===== src/rsc_defines.svh =====
// constants for the return stack and call/return decoder
`ifndef RSC_DEFINES_SVH
`define RSC_DEFINES_SVH
`define RSC_PC_W 21
`define RSC_STACK_DEPTH 31
`define RSC_PTR_W 5
`define RSC_PC_STEP 21'h000002
`define RSC_PC_RESET 21'h000000
`define RSC_OP_NOP 16'h0000
`define RSC_OP_PUSH 16'h0005
`define RSC_OP_POP 16'h0006
`define RSC_OP_RESET 16'h00ff
`define RSC_OP_RETIE_HI 15'h0008
`define RSC_OP_LITERAL_RETURN_OP_HI 8'h0c
`define RSC_OP_RELATIVE_CALL_OP_HI 5'h1b
`define RSC_OFFS_W 11
`define RSC_RESET_STRETCH 4'h4
`endif


===== src/rsc_pkg.sv =====
// types for the return stack and call/return decoder
package rsc_pkg;
  typedef enum logic [1:0] {
    RSC_EXEC = 2'b00,
    RSC_FLUSH = 2'b01,
    RSC_SWRST = 2'b10
  } rsc_state_t;
endpackage


===== src/rsc_core.sv =====
// decode and execute of stack, call and return instructions
// Notes on behaviour
// RULE_01: pop discards top entry in one cycle
// RULE_02: entry below becomes new top after pop
// RULE_03: push writes pc plus two, one cycle
// RULE_04: old top moves one level down
// RULE_05: relative call decoded, eleven bit signed offset
// RULE_06: call pushes pc+2, jumps by twice offset
// RULE_07: call takes two cycles, second is idle
// RULE_08: software reset restores every register and flag
// RULE_09: interrupt return pops pc, sets enable, two cycles
// RULE_10: fast bit selects shadow restore or none
// RULE_11: shadow restore happens with the pc pop
// RULE_12: literal return loads literal into accumulator
// RULE_13: literal return reloads pc, two cycles
// RULE_14: returns leave pc high and upper latches
// RULE_15: one word per instruction, unknown opcodes idle
`timescale 1ns/10ps
`include "rsc_defines.svh"
module rsc_core
  import rsc_pkg::*;
(
  input wire logic ref_clk_in,
  input wire logic rst_n_in,
  input wire logic instr_valid_in,
  input wire logic [15:0] instr_in,
  input wire logic high_priority_ctx_in,
  input wire logic [7:0] accumulator_shadow_in,
  input wire logic [7:0] flags_shadow_in,
  input wire logic [7:0] bank_select_shadow_in,
  input wire logic [7:0] pc_high_latch_in,
  input wire logic [7:0] pc_upper_latch_in,
  output logic [`RSC_PC_W-1:0] pc_out,
  output logic [`RSC_PC_W-1:0] stack_top_entry_out,
  output logic [`RSC_PTR_W-1:0] stack_depth_out,
  output logic [7:0] accumulator_out,
  output logic [7:0] flags_out,
  output logic [7:0] bank_select_reg_out,
  output logic [7:0] pc_high_latch_out,
  output logic [7:0] pc_upper_latch_out,
  output logic high_priority_global_irq_enable_out,
  output logic low_priority_global_irq_enable_out,
  output logic fetch_ready_out,
  output logic flush_out,
  output logic soft_reset_out
);
  rsc_state_t state;
  rsc_state_t next_state;
  logic [`RSC_PC_W-1:0] pc;
  logic [`RSC_PC_W-1:0] pc_plus2;
  logic [`RSC_PC_W-1:0] next_pc;
  logic [`RSC_PC_W-1:0] call_offset;
  logic [3:0] rst_cnt;
  logic [7:0] acc;
  logic [7:0] flags;
  logic [7:0] bank_select_reg;
  logic [7:0] latch_h;
  logic [7:0] latch_u;
  logic gie_h;
  logic gie_l;
  logic take;
  logic is_push;
  logic is_pop;
  logic is_relative_call_op;
  logic is_swrst;
  logic is_retie;
  logic is_literal_return_op;
  logic fast_ret;
  logic st_push;
  logic st_pop;
  logic st_clear;
  logic [`RSC_PC_W-1:0] stack_top_entry;
  logic [`RSC_OFFS_W-1:0] call_n;

  // decode of one 16-bit instruction word
  assign take = instr_valid_in && state == RSC_EXEC;
  assign is_push = take && instr_in == `RSC_OP_PUSH; // RULE_03
  assign is_pop = take && instr_in == `RSC_OP_POP; // RULE_01
  assign is_relative_call_op = take && instr_in[15:11] == `RSC_OP_RELATIVE_CALL_OP_HI; // RULE_05
  assign is_swrst = take && instr_in == `RSC_OP_RESET; // RULE_08
  assign is_retie = take && instr_in[15:1] == `RSC_OP_RETIE_HI; // RULE_09
  assign is_literal_return_op = take && instr_in[15:8] == `RSC_OP_LITERAL_RETURN_OP_HI; // RULE_12
  assign fast_ret = instr_in[0]; // RULE_10
  assign pc_plus2 = pc + `RSC_PC_STEP; // RULE_15
  // sign extend and double the word offset
  assign call_offset = {{(`RSC_PC_W-`RSC_OFFS_W-1){instr_in[10]}}, instr_in[10:0], 1'b0}; // RULE_06
  assign call_n = instr_in[`RSC_OFFS_W-1:0];

  assign st_push = is_push || is_relative_call_op; // RULE_04
  assign st_pop = is_pop || is_retie || is_literal_return_op; // RULE_02
  assign st_clear = state == RSC_SWRST;

  rsc_stack u_stack (
    .ref_clk_in(ref_clk_in),
    .rst_n_in(rst_n_in),
    .clear_in(st_clear),
    .push_in(st_push),
    .pop_in(st_pop),
    .push_data_in(pc_plus2),
    .stack_top_entry_out(stack_top_entry),
    .depth_out(stack_depth_out)
  );

  always_comb begin
    next_pc = pc;
    next_state = state;
    unique case (state)
      RSC_EXEC: begin
        if (is_relative_call_op) begin
          next_pc = pc_plus2 + call_offset; // RULE_06
          next_state = RSC_FLUSH; // RULE_07
        end else if (is_retie || is_literal_return_op) begin
          next_pc = stack_top_entry; // RULE_09 RULE_13
          next_state = RSC_FLUSH;
        end else if (is_swrst) begin
          next_pc = `RSC_PC_RESET;
          next_state = RSC_SWRST;
        end else if (take) begin
          next_pc = pc_plus2; // RULE_15
        end
      end
      RSC_FLUSH: begin
        next_state = RSC_EXEC; // RULE_07
      end
      RSC_SWRST: begin
        next_pc = `RSC_PC_RESET;
        if (rst_cnt == '0) begin
          next_state = RSC_EXEC;
        end
      end
      default: begin
        next_state = RSC_EXEC;
      end
    endcase
  end

  always_ff @(posedge ref_clk_in or negedge rst_n_in) begin
    if (!rst_n_in) begin
      state <= RSC_EXEC;
      pc <= `RSC_PC_RESET;
    end else begin
      state <= next_state;
      pc <= next_pc;
    end
  end

  always_ff @(posedge ref_clk_in or negedge rst_n_in) begin
    if (!rst_n_in) begin
      rst_cnt <= '0;
    end else if (is_swrst) begin
      rst_cnt <= `RSC_RESET_STRETCH; // RULE_08
    end else if (rst_cnt != '0) begin
      rst_cnt <= rst_cnt - 4'h1;
    end
  end

  // working registers and shadow restore
  always_ff @(posedge ref_clk_in or negedge rst_n_in) begin
    if (!rst_n_in) begin
      acc <= '0;
      flags <= '0;
      bank_select_reg <= '0;
    end else if (st_clear) begin
      acc <= '0; // RULE_08
      flags <= '0;
      bank_select_reg <= '0;
    end else if (is_literal_return_op) begin
      acc <= instr_in[7:0]; // RULE_12
    end else if (is_retie && fast_ret) begin
      acc <= accumulator_shadow_in; // RULE_11
      flags <= flags_shadow_in;
      bank_select_reg <= bank_select_shadow_in;
    end
  end

  // pc latches follow external writes and clear on soft reset, returns never touch them
  always_ff @(posedge ref_clk_in or negedge rst_n_in) begin
    if (!rst_n_in) begin
      latch_h <= '0;
      latch_u <= '0;
    end else if (st_clear) begin
      latch_h <= '0;
      latch_u <= '0;
    end else if (!(is_retie || is_literal_return_op)) begin
      latch_h <= pc_high_latch_in; // RULE_14
      latch_u <= pc_upper_latch_in;
    end
  end

  always_ff @(posedge ref_clk_in or negedge rst_n_in) begin
    if (!rst_n_in) begin
      gie_h <= 1'b0;
      gie_l <= 1'b0;
    end else if (st_clear) begin
      gie_h <= 1'b0;
      gie_l <= 1'b0;
    end else if (is_retie) begin
      if (high_priority_ctx_in) begin
        gie_h <= 1'b1; // RULE_09
      end else begin
        gie_l <= 1'b1;
      end
    end
  end

  assign pc_out = pc;
  assign stack_top_entry_out = stack_top_entry;
  assign accumulator_out = acc;
  assign flags_out = flags;
  assign bank_select_reg_out = bank_select_reg;
  assign pc_high_latch_out = latch_h;
  assign pc_upper_latch_out = latch_u;
  assign high_priority_global_irq_enable_out = gie_h;
  assign low_priority_global_irq_enable_out = gie_l;
  assign fetch_ready_out = state == RSC_EXEC;
  assign flush_out = state == RSC_FLUSH;
  assign soft_reset_out = state == RSC_SWRST;
endmodule


===== src/rsc_stack.sv =====
// return stack storage with push, pop and top
`timescale 1ns/10ps
`include "rsc_defines.svh"
module rsc_stack
  import rsc_pkg::*;
(
  input wire logic ref_clk_in,
  input wire logic rst_n_in,
  input wire logic clear_in,
  input wire logic push_in,
  input wire logic pop_in,
  input wire logic [`RSC_PC_W-1:0] push_data_in,
  output logic [`RSC_PC_W-1:0] stack_top_entry_out,
  output logic [`RSC_PTR_W-1:0] depth_out
);
  logic [`RSC_PC_W-1:0] entry [`RSC_STACK_DEPTH];
  logic [`RSC_PTR_W-1:0] depth;
  genvar gi;
  generate
    for (gi = 0; gi < `RSC_STACK_DEPTH; gi++) begin : g_entry
      always_ff @(posedge ref_clk_in or negedge rst_n_in) begin
        if (!rst_n_in) begin
          entry[gi] <= `RSC_PC_RESET;
        end else if (clear_in) begin
          entry[gi] <= `RSC_PC_RESET;
        end else if (push_in && depth == `RSC_PTR_W'(gi)) begin
          entry[gi] <= push_data_in;
        end
      end
    end
  endgenerate
  always_ff @(posedge ref_clk_in or negedge rst_n_in) begin
    if (!rst_n_in) begin
      depth <= '0;
    end else if (clear_in) begin
      depth <= '0;
    end else if (push_in && depth != `RSC_PTR_W'(`RSC_STACK_DEPTH)) begin
      depth <= depth + `RSC_PTR_W'(1);
    end else if (pop_in && depth != '0) begin
      depth <= depth - `RSC_PTR_W'(1);
    end
  end
  assign depth_out = depth;
  assign stack_top_entry_out = (depth == '0) ? `RSC_PC_RESET : entry[depth - `RSC_PTR_W'(1)];
endmodule


===== config.mk =====
export PLATFORM = sky130hd
export DESIGN_NAME = rsc_core
export DESIGN_NICKNAME = d
export VERILOG_FILES = /design/src/rsc_pkg.sv /design/src/rsc_core.sv /design/src/rsc_stack.sv
export VERILOG_INCLUDE_DIRS = /design/src
export SDC_FILE = /design/constraint.sdc
export NUM_CORES = 1
export LEC_CHECK = 0
export BUFFER_PORTS_ARGS = -buffer_cell sky130_fd_sc_hd__clkbuf_2
export CAP_MARGIN = 20
export CORE_ASPECT_RATIO = 1.2
export CORE_MARGIN = 4
export CORE_UTILIZATION = 55
export DETAILED_ROUTE_END_ITERATION = 10
export GPL_TIMING_DRIVEN = 1
export PLACE_DENSITY_LB_ADDON = 0.3
export SYNTH_ARGS = -nofsm -noshare
export SYNTH_HDL_FRONTEND = slang
export SYNTH_HIERARCHICAL = 1
export SYNTH_SLANG_ARGS = --single-unit

===== constraint.sdc =====
create_clock -name ref_clk_in -period 4.6 [get_ports ref_clk_in]
set_clock_uncertainty 0.1 [all_clocks]
set_input_delay 0.92 -clock ref_clk_in [delete_from_list [all_inputs] [get_ports ref_clk_in]]
set_output_delay 0.92 -clock ref_clk_in [all_outputs]
set_load 0.05 [all_outputs]

==> results.cfg <==
[sta]
setup_slack_ns = -0.0626
maxSlewViolCount = 0
holdWs_ns = 0.270
tightest_slew_ns = 1.28
post-route-min-period_ns = 4.66
finalSetupViolations = 1
final_hold_viol_count = 0
fin_crit_sh = 1.01
max_freq_mhz = 214
fin_tns_setup_ns = -0.0626
max_slew_margin = 0.149

[routing]
ant_nets = 0
avgViaCountPerCell = 6.34
vias = 31346
wl_mm = 119
firstDrtPassIters = 6
drcViolationCount = 0
drt_iter0_drc = 3786
wl_per_cell_um = 24.0

[logic_synthesis]
synth_top_cell_area_share = 0.502
synth.most_common_cell = nand2_1
ys_warn_count = 6
synth_xor_xnor_area_share = 0.0112
synth_common_cells = nand2_1 (1,496), dfrtp_1 (725), a21oi_1 (692), clkbuf_1 (296), mux4_2 (124)
synthTopCellsByArea = dfrtp_1 (50%), nand2_1 (16%), a21oi_1 (9.6%), mux4_2 (7.7%), clkbuf_1 (3.1%)
synth_area_leader_cell = dfrtp_1
synth-adder-area-share = 0.0106
synth-compound-area-share = 0.141
yosysSeqAreaShare = 0.502
synthArstFlopShare = 1.00
synth_edf_count = 0
syn-cell-area_um2 = 36100
synthCells = 4030
synthSimpleGateAreaFrac = 0.191
syn_avg_cell_area_um2 = 8.97
syn_nets = 4120
synthDistinctLibCells = 73
muxShareOfSynthArea = 0.102
ys.flop_type = dfrtp_1
synth_top_family_by_area = simple AND/OR/NAND/NOR gates
synth_seq_cells = 725

[cells_and_area]
final_cells = 4948
area_growth_pct = 14.7
fillers = 5236
finalNetCount = 4149
multi_input_area_um2 = 17000
antenna_cells = 0
final_util = 0.639
regArea_um2 = 18100
drive_above_1_share = 0.162
stdcell_area_um2 = 41400

[floorplanning]
num_rows = 102
start_util = 0.557
die_y_um = 289
ios = 152
die_w_um = 242
core_um2 = 64800
die_area_um2 = 69900

[clock_network]
clkSinkCount = 725
cts_buffers = 74
tritoncts = built
path_clk_slew_ns = 0.06
htree_levels = 3
holdBufCountCts = 0
root_buffer = clkbuf_16
cts.path.max_buffers = 3
clk_latency_ns = 0.62

[worst_setup_path]
crit_arrival_ns = 3.64
reg2reg_slack_ns = 0.78
worst-r2r-cell-count = 13
cp-end-kind = primary output
path_class = reg -> out
crit_fanout = 49
worstPathRequired_ns = 3.58
startpoint_type = flip-flop

[placement]
place_inst = 4804
place_hpwl_mm = 73.2
dp_slack_ns = 0.312
placed_cell_area_um2 = 38500
gp_congestion = 0.962
io_buffers = 151

[global_route]
gr-total-overflow = 0
grtUsageTotal = 0.338
grt_pass1_wl_mm = 184
grt_antenna_before_repair = 0
grt_max_degree = 239
grt_pass1_vias = 31179

[run_status]
outcome = finished, violations left
violations = setup timing

[power]
total_leakage_power_nw = 17.9
internal_power_mw = 12.0
p_comb_frac = 0.287
peakVddDrop_mv = 0.373
switching_power_mw = 6.46
swShare = 0.351
powerDensity_nw_per_um2 = 445
clkPwrFrac = 0.349
seqPwrFrac = 0.364
total_power_mw = 18.4

[run]
maxCapViolations = 0

[min_path]
min_path_type = in -> async
-- critical path, stage by stage (launching register included) --
cell	delay [ns]
dfrtp_4	0.47
inv_2	0.07
ha_4	0.50
buf_16	0.35
mux4_2	0.42
mux2i_1	0.41
o22a_1	0.30
o21ai_1	0.23
buf_12	0.22
-- power groups by stage --
stage                     logic, mW  clock network, mW  registers, mW
final                          5.29               6.44           6.70
after global routing           5.49               6.76           6.72
after CTS                      5.13               6.49           6.70
after detailed placement       5.03                  0           6.81
after global placement         5.00                  0           6.81
after floorplan                2.86                  0           7.02
-- logic make-up after synthesis --
family | after synthesis
xor gates and xnor gates | 44
adders and majority gates | 30
AOI/OAI and AO/OA | 929
buffers and inverters | 378
and+or+nand+nor | 1733
DFF | 725
muxes | 191
-- final timing paths --
kind	startpoint	endpoint
max in group asynchronous	rst_n_in	u_stack/entry[534]
setup reg to reg	pc_out[4]	pc_out[15]
hold reg to reg	pc_upper_latch_out[0]	pc_upper_latch_out[0]
setup / recovery	u_stack/depth_out[0]	stack_top_entry_out[11]
hold / removal	rst_n_in	bank_select_reg_out[1]
min in group ref_clk_in	pc_upper_latch_out[0]	pc_upper_latch_out[0]
-- registers in the layout, indices dropped and copies added, names as in the netlist, 2 cells and up --
name and flops:
state 2, accumulator_out 8, u_stack/depth_out 5, pc_upper_latch_out 8
flags_out 8, u_stack/entry 651, rst_cnt 4, bank_select_reg_out 8
pc_high_latch_out 8, pc_out 21
-- timing repair --
item                                    4_1_cts  5_1_grt
pin swaps                                     2        3
gates resized for setup                       7       36
setup buffers                                 7        3
endpoints found under the setup margin       20       20
-- final cells by class --
class,instances,share of cell area
inverter,15,0.00154
tap,832,0.0251
clock buffer,102,0.0514
multi-input combinational,2927,0.410
clock inverter,31,0.0110
sequential,725,0.438
timing repair buffer,316,0.0630
-- routing by layer --
layer	share of wire	track usage	vias to the layer above
li1	-	-	13657
met1	0.37	0.439	15495
met2	0.47	0.537	1801
met3	0.096	0.0668	393
met4	0.066	0.196	0
met5	0	0	-
-- cells in the final DEF, fill, tap and decap left out, drive strengths merged, types with 6 or more instances in the layout --
cell type  instances
o21bai             6
inv               17
mux4             136
xnor2             33
a221oi            12
a211oi            16
a31oi             29
ha                29
nor4               7
clkinv            16
mux2              14
o221ai             6
buf              186
dfrtp            725
or2                9
bufinv            10
nor2b              7
nor3              19
nand2b            17
nor2              82
a21oi            693
o2bb2ai            7
a22oi             28
xor2              11
nand2           1496
mux2i             41
nand4             16
nand3             44
o21ai             76
o22a              18
clkbuf           232
and2              11
Note: power is estimated with default switching activity, not from simulation.
